--- config.mk ---
export PLATFORM = sky130hd
export DESIGN_NAME = pdc_regs
export DESIGN_NICKNAME = d
export VERILOG_FILES = /design/src/rtl/pdc_pkg.sv /design/src/rtl/pdc_regs.sv
export SDC_FILE = /design/constraint.sdc
export NUM_CORES = 1
export LEC_CHECK = 0
export BUFFER_PORTS_ARGS = -buffer_cell sky130_fd_sc_hd__buf_2
export CAP_MARGIN = 30
export CORE_MARGIN = 4
export CORE_UTILIZATION = 50
export DETAILED_ROUTE_END_ITERATION = 7
export GPL_TIMING_DRIVEN = 0
export PLACE_DENSITY = 0.79
export SKIP_CTS_REPAIR_TIMING = 1
export SKIP_LAST_GASP = 1
export SYNTH_ARGS = -nofsm -noshare
export SYNTH_HDL_FRONTEND = slang
export SYNTH_SLANG_ARGS = --single-unit
--- constraint.sdc ---
create_clock -name CLOCK -period 2.6 [get_ports CLOCK]
set_input_delay 0.52 -clock CLOCK [delete_from_list [all_inputs] [get_ports CLOCK]]
set_output_delay 0.52 -clock CLOCK [all_outputs]
set_load 0.005 [all_outputs]
--- src/rtl/pdc_pkg.sv ---
// Purpose: constants for the pll divider configuration registers
// Assumes: byte-wide register port fed by the serial control port
// Notes:   every offset and field, and the power-down and divider reset values, live here

package pdc_pkg;

   // register port widths
   localparam int ADDR_W = 10;               // register address width
   localparam int DATA_W = 8;                // register data width

   // register offsets
   localparam logic [ADDR_W-1:0] OFF_LOOP_PWR  = 10'h010;
   localparam logic [ADDR_W-1:0] OFF_REF_LOW   = 10'h011;
   localparam logic [ADDR_W-1:0] OFF_REF_HIGH  = 10'h012;
   localparam logic [ADDR_W-1:0] OFF_SWALLOW   = 10'h013;
   localparam logic [ADDR_W-1:0] OFF_MAIN_LOW  = 10'h014;
   localparam logic [ADDR_W-1:0] OFF_MAIN_HIGH = 10'h015;
   localparam logic [ADDR_W-1:0] OFF_PUMP_CTL  = 10'h016;

   // field widths
   localparam int PD_W      = 2;             // power-down field
   localparam int REF_W     = 14;            // reference divider
   localparam int REF_HI_W  = 6;             // reference upper part
   localparam int SWALLOW_W = 6;             // swallow counter
   localparam int MAIN_W    = 13;            // main feedback counter
   localparam int MAIN_HI_W = 5;             // main counter upper part

   // control bit positions in the pump and counter control register
   localparam int POS_PUMP_MID = 7;          // park pump at mid-supply
   localparam int POS_REF_RST  = 6;          // hold reference divider

   // power-down codes
   typedef enum logic [PD_W-1:0] {
      PD_NORMAL = 2'h0,                      // loop runs
      PD_ASYNC  = 2'h1,                      // asynchronous power-down
      PD_UNUSED = 2'h2,                      // no defined function
      PD_OTHER  = 2'h3                       // not described here
   } pdc_pd_type;

   // reset values
   localparam logic [PD_W-1:0]      RST_PD      = 2'h1;
   localparam logic [DATA_W-1:0]    RST_REF_LOW = 8'h01;
   localparam logic [REF_HI_W-1:0]  RST_REF_HI  = 6'h00;
   localparam logic [SWALLOW_W-1:0] RST_SWALLOW = 6'h00;
   localparam logic [DATA_W-1:0]    RST_MAIN_LO = 8'h03;
   localparam logic [MAIN_HI_W-1:0] RST_MAIN_HI = 5'h00;

endpackage

--- src/rtl/pdc_regs.sv ---
// Purpose: pll divider and loop configuration registers
// Assumes: serial control port presents decoded byte accesses,
//          one access per cycle, synchronous to CLOCK;
//          reset is synchronous and active high
// Notes:   reads answer one cycle after the strobe; unmapped
//          addresses read zero and ignore writes; multi-byte
//          values are not shadowed across their byte writes

`timescale 1ns/100ps

module pdc_regs (
   input  wire logic                          CLOCK,
   input  wire logic                          SYS_RST,
   input  wire logic [pdc_pkg::ADDR_W-1:0]    REG_ADDR,
   input  wire logic                          REG_WR,
   input  wire logic                          REG_RD,
   input  wire logic [pdc_pkg::DATA_W-1:0]    REG_WDATA,
   output logic      [pdc_pkg::DATA_W-1:0]    REG_RDATA,
   output logic                               REG_RVALID,
   output logic      [pdc_pkg::PD_W-1:0]      PLL_PD_MODE,
   output logic                               PLL_RUN,
   output logic      [pdc_pkg::REF_W-1:0]     REF_DIV,
   output logic                               REF_DIV_RST,
   output logic      [pdc_pkg::SWALLOW_W-1:0] SWALLOW_CNT,
   output logic      [pdc_pkg::MAIN_W-1:0]    MAIN_CNT,
   output logic                               PUMP_MIDSUPPLY
);
   import pdc_pkg::*;

   // true when the port addresses the given offset
   // one comparator per offset keeps the decode in a single place
   function automatic logic hit(input logic [ADDR_W-1:0] addr,
                                input logic [ADDR_W-1:0] off);
      hit = (addr == off);
   endfunction

   // unused bit positions are not stored at all, so they cannot
   // be written and always read back as zero
   // stored fields
   logic [PD_W-1:0]      pd_r;               // power-down field
   logic [PD_W-1:0]      pd_nxt;             // its next value
   logic [DATA_W-1:0]    ref_lo_r;           // reference low byte
   logic [REF_HI_W-1:0]  ref_hi_r;           // reference upper bits
   logic [SWALLOW_W-1:0] swallow_r;          // swallow counter
   logic [DATA_W-1:0]    main_lo_r;          // main counter low byte
   logic [MAIN_HI_W-1:0] main_hi_r;          // main counter upper bits
   logic                 pump_mid_r;         // pump parked
   logic                 ref_rst_r;          // reference held in reset
   logic                 run_r;              // loop allowed to run
   logic [DATA_W-1:0]    rdata_r;            // read answer
   logic [DATA_W-1:0]    rdata_nxt;          // read answer next
   logic                 rvalid_r;           // read answer strobe

   // next power-down field; only the low two bits are stored
   always_comb begin
      pd_nxt = pd_r;
      if (REG_WR && hit(REG_ADDR, OFF_LOOP_PWR)) begin
         pd_nxt = REG_WDATA[PD_W-1:0];
      end
   end

   // power-down field and the derived run flag, kept in step
   // codes 10 and 11 are stored as written; only 00 runs the loop
   always_ff @(posedge CLOCK) begin
      if (SYS_RST) begin
         pd_r  <= RST_PD;
         run_r <= 1'b0;
      end else begin
         pd_r  <= pd_nxt;
         // only the normal code lets the loop run
         run_r <= (pd_nxt == PD_NORMAL);
      end
   end

   // reference divider bytes
   // the 14-bit value is split over two byte registers
   always_ff @(posedge CLOCK) begin
      if (SYS_RST) begin
         ref_lo_r <= RST_REF_LOW;
         ref_hi_r <= RST_REF_HI;
      end else if (REG_WR) begin
         if (hit(REG_ADDR, OFF_REF_LOW)) begin
            ref_lo_r <= REG_WDATA;
         end
         if (hit(REG_ADDR, OFF_REF_HIGH)) begin
            // bits 7:6 are dropped
            ref_hi_r <= REG_WDATA[REF_HI_W-1:0];
         end
      end
   end

   // feedback divider counters
   // swallow and main counters together set the feedback ratio
   always_ff @(posedge CLOCK) begin
      if (SYS_RST) begin
         swallow_r <= RST_SWALLOW;
         main_lo_r <= RST_MAIN_LO;
         main_hi_r <= RST_MAIN_HI;
      end else if (REG_WR) begin
         if (hit(REG_ADDR, OFF_SWALLOW)) begin
            swallow_r <= REG_WDATA[SWALLOW_W-1:0];
         end
         if (hit(REG_ADDR, OFF_MAIN_LOW)) begin
            main_lo_r <= REG_WDATA;
         end
         if (hit(REG_ADDR, OFF_MAIN_HIGH)) begin
            main_hi_r <= REG_WDATA[MAIN_HI_W-1:0];
         end
      end
   end

   // pump park and reference hold controls; other bits ignored
   // both bits sit in one register, so one write moves them together
   always_ff @(posedge CLOCK) begin
      if (SYS_RST) begin
         pump_mid_r <= 1'b0;
         ref_rst_r  <= 1'b0;
      end else if (REG_WR && hit(REG_ADDR, OFF_PUMP_CTL)) begin
         pump_mid_r <= REG_WDATA[POS_PUMP_MID];
         ref_rst_r  <= REG_WDATA[POS_REF_RST];
      end
   end

   // read mux; unused positions and unmapped offsets give zero
   // a read and a write in one cycle return the old byte, since the
   // mux looks at the stored fields and not at the write data
   always_comb begin
      rdata_nxt = '0;
      if (hit(REG_ADDR, OFF_LOOP_PWR)) begin
         rdata_nxt[PD_W-1:0] = pd_r;
      end else if (hit(REG_ADDR, OFF_REF_LOW)) begin
         rdata_nxt = ref_lo_r;
      end else if (hit(REG_ADDR, OFF_REF_HIGH)) begin
         rdata_nxt[REF_HI_W-1:0] = ref_hi_r;
      end else if (hit(REG_ADDR, OFF_SWALLOW)) begin
         rdata_nxt[SWALLOW_W-1:0] = swallow_r;
      end else if (hit(REG_ADDR, OFF_MAIN_LOW)) begin
         rdata_nxt = main_lo_r;
      end else if (hit(REG_ADDR, OFF_MAIN_HIGH)) begin
         rdata_nxt[MAIN_HI_W-1:0] = main_hi_r;
      end else if (hit(REG_ADDR, OFF_PUMP_CTL)) begin
         rdata_nxt[POS_PUMP_MID] = pump_mid_r;
         rdata_nxt[POS_REF_RST]  = ref_rst_r;
      end
   end

   // read answer: registered so the port sees a clean byte
   // rvalid follows every read strobe, mapped or not, so software
   // always gets an answer
   always_ff @(posedge CLOCK) begin
      if (SYS_RST) begin
         rdata_r  <= '0;
         rvalid_r <= 1'b0;
      end else begin
         rvalid_r <= REG_RD;
         // data holds between reads, which eases a slow serializer
         if (REG_RD) begin
            rdata_r <= rdata_nxt;
         end
      end
   end

   // outputs straight from flip-flops
   // a multi-byte value shows a mixed value between its two byte
   // writes, so write both bytes before relying on it
   assign REG_RDATA      = rdata_r;
   assign REG_RVALID     = rvalid_r;
   assign PLL_PD_MODE    = pd_r;
   assign PLL_RUN        = run_r;
   assign REF_DIV        = {ref_hi_r, ref_lo_r};
   assign REF_DIV_RST    = ref_rst_r;
   assign SWALLOW_CNT    = swallow_r;
   assign MAIN_CNT       = {main_hi_r, main_lo_r};
   assign PUMP_MIDSUPPLY = pump_mid_r;
endmodule

# Word level (Yosys, flattened, before mapping)
# Cells that the tools add are included.
dict set report totals {
  regBits 47
  in_bits 22
  wordCells 40
}
dict set report classes {
  n_eq_ne 7
  n_mux 14
  reduce_logical 8
}
# cell n
set op_table {}
lappend op_table {{$eq 10x5->1 const B} 7}
lappend op_table {{$mux 6} 3}
lappend op_table {{$mux 2} 7}
lappend op_table {{$mux 5} 2}
lappend op_table {{$reduce_and 2->1} 5}
lappend op_table {{$mux 8} 1}
lappend op_table {{$logic_and 1x1->1} 2}
lappend op_table {{$logic_not 2->1} 1}
lappend op_table {{$mux 1} 1}

# Longest topological paths before layout
# Gate-level depths: netlist (run 1).
dict set report depth {
  depth_word 8
  ltp_mapped 6
  mapped_depth_nobuf 4
}

# Worst setup path after synthesis (run 1)
# OpenSTA, ideal clock, no wires.
dict set report synth_path {
  path_type {input port to flip-flop}
  from {input REG_ADDR[9] in the netlist's numbering}
  to {register ref_lo_r[0]}
  t_arrival_ns 1.943
  path_slack_ns 0.538
  path_stages 5
  path_cell_list {or4_1 -> buf_6 -> nor3_4 -> nor2b_1 -> a211o_1}
}
dict set report synth_between {
  elab_chain_len 2
}
# item line
set synth_rtl {}
lappend synth_rtl {{start, declared} pdc_regs.sv:14} ;# input wire logic [pdc_pkg::ADDR_W-1:0] REG_ADDR,
lappend synth_rtl {{$eq 10x5->1} pdc_regs.sv:34} ;# hit = (addr == off);
lappend synth_rtl {{$reduce_and 2->1 (no line)} -}
lappend synth_rtl {{end signal, assigned} pdc_regs.sv:79} ;# ref_lo_r <= RST_REF_LOW;
lappend synth_rtl {{end signal, assigned} pdc_regs.sv:83} ;# ref_lo_r <= REG_WDATA;
lappend synth_rtl {{end, declared} pdc_regs.sv:42} ;# logic [DATA_W-1:0] ref_lo_r;
# Every way passes these cells.
# A chain may end at the register's enable or synchronous reset.

# Final worst setup path (run 1)
dict set report layout_path {
  from {input REG_ADDR[9] in the netlist's numbering}
  to {register swallow_r[0] (netlist: SWALLOW_CNT[0])}
}
dict set report layout_between {
  elab_chain_len 2
}
# item line
set layout_rtl {}
lappend layout_rtl {{$eq 10x5->1} pdc_regs.sv:34}
lappend layout_rtl {{$reduce_and 2->1 (no line)} -}
lappend layout_rtl {{end signal, assigned} pdc_regs.sv:101} ;# swallow_r <= REG_WDATA[SWALLOW_W-1:0];
lappend layout_rtl {{end, declared} pdc_regs.sv:44} ;# logic [SWALLOW_W-1:0] swallow_r;
# Every way passes these cells.

==> reports/results.txt, run 1 <==
Setup ws final - 0.279 ns
Top-area cell type share of the netlist area - 0.436
Final hold vios - 0
Min-Delay Path Class - register to register
Vias in the first global route - 1887
Initial antenna violation count - 0
Pwr Density - 476 nW/um2
CP cell instances - buf_2 -> nor4_1 -> nand4_1 -> mux2i_1 -> nor2_1
Fin nets - 320
Starting DRC count in detailed routing - 163
Period utilisation layout - 0.893
DIE HEIGHT - 73.7 um
VDD IR max - 0.394 mV
Worst-path maximum fanout - 6
Leakage power - 0.00121 uW
Min cycle time layout - 2.32 ns
Worst Setup Start Kind - input pin
CTS buffer count - 5
Setup TNS - 0 ns
Mapped Nets - 246
Core area - 4090 um2
Synth Register Bits - 47
WP data required - 2.77 ns
Critical Path Max Stage Delay - 0.78 ns
Synth area leaders - dfxtp_1 (44%), mux2i_1 (17%), nor2_1 (7.7%), nor3_4 (2.3%), a22o_1 (2.0%)
Worst slew margin - 0.401
Largest family of logic cells by synthesized area - simple AND/OR/NAND/NOR gates
DP Wirelength - 4480 um
Crit path max-delay family - simple AND/OR/NAND/NOR gates
CTS Buffer Depth - 2
Finished Layout Cells - 349
Die Area - 5430 um2
Clock Sinks - 47
WL final - 6050 um
Mean post-synth cell area - 9.64 um2
Residual DRC - 0
Largest net degree at the start of global routing - 15
Slew Viols, Final - 0
Dpl ws - 0.0321 ns
Synthesized instance count - 224
Routed via count - 1998
Mux contribution to synthesized area - 0.187
Post-synthesis sequential area ratio - 0.436
Xor and xnor area share after synthesis - 0
DIE WIDTH - 73.7 um
Dominant cell type by area after synthesis - dfxtp_1
# diodes - 0
# IOs - 69
Overflow after GRT - 0
CP arrival - 2.49 ns
RSZ-0062 raised after global routing - false
Synth warn - 0
Share of post-route cells with drive strength above 1 - 0.294
CTS tree - yes
Max-cap viol count - 0
First-pass GRT wire length - 9270 um
Post-synth ARST share - 0
Clock Pin Slew Worst Setup and Hold Paths - 0.09 ns
Top FF cell, synth - dfxtp_1
Post-Syn Area - 2160 um2
Clock root buffer - clkbuf_8
Row count - 23
Simple-Gate Fraction of Synth Area - 0.199
Compound-cell area share of the yosys netlist - 0.144
H-tree depth - 2
# setup viols final - 0
Clock Skews - 0.00376 ns
Routed vias/inst - 5.72
Avg WL per Cell - 17.3 um
Final Wtd Congestion - 0.853
Slowest cell on the critical path - nor4_1
Initial Utilization - 0.528
Post-DRT Antenna Nets - 0
CP Capture Type - register
Clk_lat worst skew - 0.30 ns
Worst Tran Pin Value - 0.890 ns
CP Buf/Inv Count - 1
Synth cell types - 41
Outcome - finished, final reports clean
Synth Area in Adders - 0
Fmax - 0.431 GHz
Post-synth EDFFs - 0
Port bufs - 67
GRT Total Usage - 0.227
Area Overhead vs Synth - 22.4%
DP Cell Count - 341
Drt pass-1 iters - 4
Critical setup path kind - input pin to register
-- sequential cells by signal (all words and copies together), names as in the netlist --
register and flops:
ref_lo_r 8, SWALLOW_CNT 6, PUMP_MIDSUPPLY 1, REG_RVALID 1, PLL_RUN 1, PLL_PD_MODE 2, main_hi_r 5, main_lo_r 8
REF_DIV_RST 1, REG_RDATA 8, ref_hi_r 6
-- cell families (layout without fill, tap and decap cells) --
logic type      count (synthesis)  after routing
compound gates                 40             40
buf+inv                        16             91
flops                          47             47
mux                            40             40
simple gates                   81             81
-- synth_stat cells, types with 3 or more instances --
cell,count
a31oi_1,4
nor3_4,3
a22o_1,5
o21ai_0,3
nand4_1,3
mux2i_1,37
nand2_1,6
mux2_2,3
inv_1,4
clkbuf_1,9
a2bb2oi_1,3
nor3_1,3
a21oi_1,6
a211o_1,4
nor2_1,44
dfxtp_1,47
nor2b_1,7
-- worst paths after layout --
| path | slack [ns] | start | end | depth (start not counted) |
|---|---|---|---|---|
| max | 0.28 | REG_ADDR[9] | SWALLOW_CNT[0] | 5 |
| min | 0.48 | REG_RDATA[6] | REG_RDATA[6] | 1 |
| max reg2reg | 1.14 | ref_lo_r[3] | REG_RDATA[3] | 4 |
| min reg2reg | 0.48 | REG_RDATA[6] | REG_RDATA[6] | 1 |
-- stage by stage --
stage	total power (uW)	util	hold WS, ns	area [um2]
detailed placement	836	0.626	0.460	2560
global placement	833	0.626	0.462	2560
global route	1310	0.646	0.493	2640
finish	1260	0.646	0.477	2640
floorplan	790	-	0.466	2160
CTS	1260	0.646	0.473	2640
-- worst reg2reg max path, delay by kind of cell (launching register included) --
family	cells	cell delay, ns
flops	1	0.39
compound gates	2	0.30
mux	1	0.19
simple gates	1	0.51
-- routing by layer --
layer,global-route usage,part of all wire
met5,0,0
met4,0.0825,0.021
met3,0.0451,0.075
met2,0.385,0.47
met1,0.284,0.43
-- report_power, final --
part           leakage (uW)  internal [uW]  switching (uW)
clock network     0.0000412            188             248
registers          0.000379            722            1.06
logic              0.000793           32.8            64.1
total               0.00121            943             313
-- final cells by class --
cell class,instances,area [um2]
fill,359,1450
clock inverter,2,12.5
clock buffer,6,72.6
buffer,12,57.6
inverter,4,15.0
sequential,47,941
multi-input combinational,161,1140
tap,50,62.6
timing repair buffer,67,335
-- cell usage in the layout (no fill, tap or decap), types with 4 or more instances in the layout --
cell and count:
a211o_1 4, a21oi_1 6, a22o_1 5, a31oi_1 4, buf_2 68, clkbuf_1 10
clkbuf_8 5, dfxtp_1 47, inv_1 4, mux2i_1 37, nand2_1 6, nor2_1 44
nor2b_1 7
Note: power is estimated with default switching activity, not from simulation.
==> run 2: changes to the inputs <==
--- a/config.mk
+++ b/config.mk
@@ -7,11 +7,13 @@
 export LEC_CHECK = 0
 export BUFFER_PORTS_ARGS = -buffer_cell sky130_fd_sc_hd__buf_2
 export CAP_MARGIN = 30
+export CELL_PAD_IN_SITES_DETAIL_PLACEMENT = 1
+export CELL_PAD_IN_SITES_GLOBAL_PLACEMENT = 2
 export CORE_MARGIN = 4
-export CORE_UTILIZATION = 50
+export CORE_UTILIZATION = 30
 export DETAILED_ROUTE_END_ITERATION = 7
 export GPL_TIMING_DRIVEN = 0
-export PLACE_DENSITY = 0.79
+export PLACE_DENSITY_LB_ADDON = 0.1
 export SKIP_CTS_REPAIR_TIMING = 1
 export SKIP_LAST_GASP = 1
 export SYNTH_ARGS = -nofsm -noshare
==> reports/results.txt, run 2 (synthesis gave the netlist of run 1 again) <==
Finished Layout Cells - 395 (+13%)
Routed via count - 2014 (+0.80%)
H-tree depth - 2 (unchanged)
Slew Viols, Final - 0 (unchanged)
DP Cell Count - 388 (+14%)
Min-Delay Path Class - register to register
Dpl ws - -0.0324 ns (-0.0646 ns)
Initial Utilization - 0.313 (-0.216)
Worst slew margin - 0.479 (+0.0783)
Port bufs - 67 (unchanged)
Drt pass-1 iters - 4 (unchanged)
Avg WL per Cell - 18.6 um (+7.2%)
Worst Setup Start Kind - input pin
Clock Pin Slew Worst Setup and Hold Paths - 0.09 ns (about the same)
DIE WIDTH - 92.8 um (+26%)
Pwr Density - 498 nW/um2 (+4.7%)
Residual DRC - 0 (unchanged)
Final Wtd Congestion - 0.760 (-11%)
Vias in the first global route - 2143 (+14%)
WP data required - 2.80 ns (+0.03 ns)
CP Capture Type - register
Largest net degree at the start of global routing - 14 (-1)
DP Wirelength - 5380 um (+20%)
Area of the multi-input gates - 1140 um2 (unchanged)
Clk_lat worst skew - 0.30 ns (about the same)
Core area - 6910 um2 (+69%)
Leakage power - 0.00123 uW (+1.3%)
RSZ-0062 raised after global routing - false
Area Overhead vs Synth - 26.1%
# setup viols final - 0 (unchanged)
Setup ws final - 0.362 ns (+0.0828 ns)
Worst Tran Pin Value - 0.779 ns (-0.112 ns)
Filler cell count in the final layout - 853 (+140%)
GRT Total Usage - 0.175 (-0.0524)
Final hold vios - 0 (unchanged)
# diodes - 0 (unchanged)
Row count - 30 (+30%)
Hold depth - 1 (unchanged)
Max-cap viol count - 0 (unchanged)
Clock Skews - 0.00807 ns (+0.00431 ns)
Routed vias/inst - 5.10 (-11%)
Worst-path maximum fanout - 10 (+4)
Die Area - 8620 um2 (+59%)
Fmax - 0.447 GHz (+3.7%)
Post-DP Area - 2620 um2 (+2.4%)
Fin nets - 321 (+0.31%)
Sequential Area - 941 um2 (unchanged)
Clock Sinks - 47 (unchanged)
Critical setup path kind - input pin to register
Starting DRC count in detailed routing - 82 (-50%)
Outcome - finished, final reports clean
CP arrival - 2.44 ns (-0.05 ns)
Most frequent cells in the layout - buf_2 (69), dfxtp_1 (47), nor2_1 (44)
WL final - 7350 um (+21%)
Share of post-route cells with drive strength above 1 - 0.294 (unchanged)
VDD IR max - 0.193 mV (-51%)
Clock root buffer - clkbuf_8
CTS Buffer Depth - 2 (unchanged)
Post-DRT Antenna Nets - 0 (unchanged)
Period utilisation layout - 0.861 (-0.0319)
Initial antenna violation count - 0 (unchanged)
DIE HEIGHT - 92.8 um (+26%)
CTS tree - yes
Min cycle time layout - 2.24 ns (-0.0828 ns)
Reg2reg path depth - 4 (unchanged)
# IOs - 69 (unchanged)
First-pass GRT wire length - 11800 um (+27%)
Overflow after GRT - 0 (unchanged)
Final Cell Area - 2720 um2 (+3.0%)
CTS buffer count - 5 (unchanged)
Commonest non-fill, non-tap cell in the layout - buf_2
==> run 2: final cells by class <==
cell class / instances / share of cell area
inverters: 4 / 0.00552
clock inverters: 1 / 0.0110
multi-input cells: 161 / 0.421
clock buffers: 6 / 0.0267
well taps: 96 / 0.0441
flip-flops and latches: 47 / 0.346
repair buffers: 68 / 0.125
plain buffers: 12 / 0.0211
==> run 2: where the power goes <==
group          leakage, uW  switching (uW)  internal, uW
sequential        0.000379            1.24           722
combinational     0.000799            70.7          33.0
clock            0.0000513             246           282
==> run 2: critical path, stage by stage <==
cell and delay [ns]:
buf_2 0.11, nor4b_2 0.57, nand4_1 0.75, a211o_1 0.49
==> run 2: per-stage QoR <==
stage	power [uW]	TNS (ns)	hold slack, ns	utilization
detailed placement	843	-0.0596	0.466	0.379
CTS	1360	0	0.487	0.394
finish	1350	0	0.477	0.394
global placement	841	-1.35	0.465	0.378
floorplan	790	0	0.466	-
global route	1400	0	0.512	0.394
==> run 2: metal layers <==
| metal | up-vias | GRT usage | share of wire |
|---|---|---|---|
| met1 | 997 | 0.240 | 0.49 |
| met2 | 49 | 0.284 | 0.46 |
| li1 | 961 | - | - |
| met4 | 0 | 0.0403 | 0.0097 |
| met5 | - | 0 | 0 |
| met3 | 7 | 0.0325 | 0.043 |
==> run 2: path summary, 6_finish.rpt <==
check	endpoint	start	slack, ns
max	main_lo_r[1]	REG_ADDR[7]	0.36
min	REG_RDATA[4]	REG_RDATA[4]	0.48
max reg2reg	REG_RDATA[3]	ref_lo_r[3]	1.09
min reg2reg	REG_RDATA[4]	REG_RDATA[4]	0.48
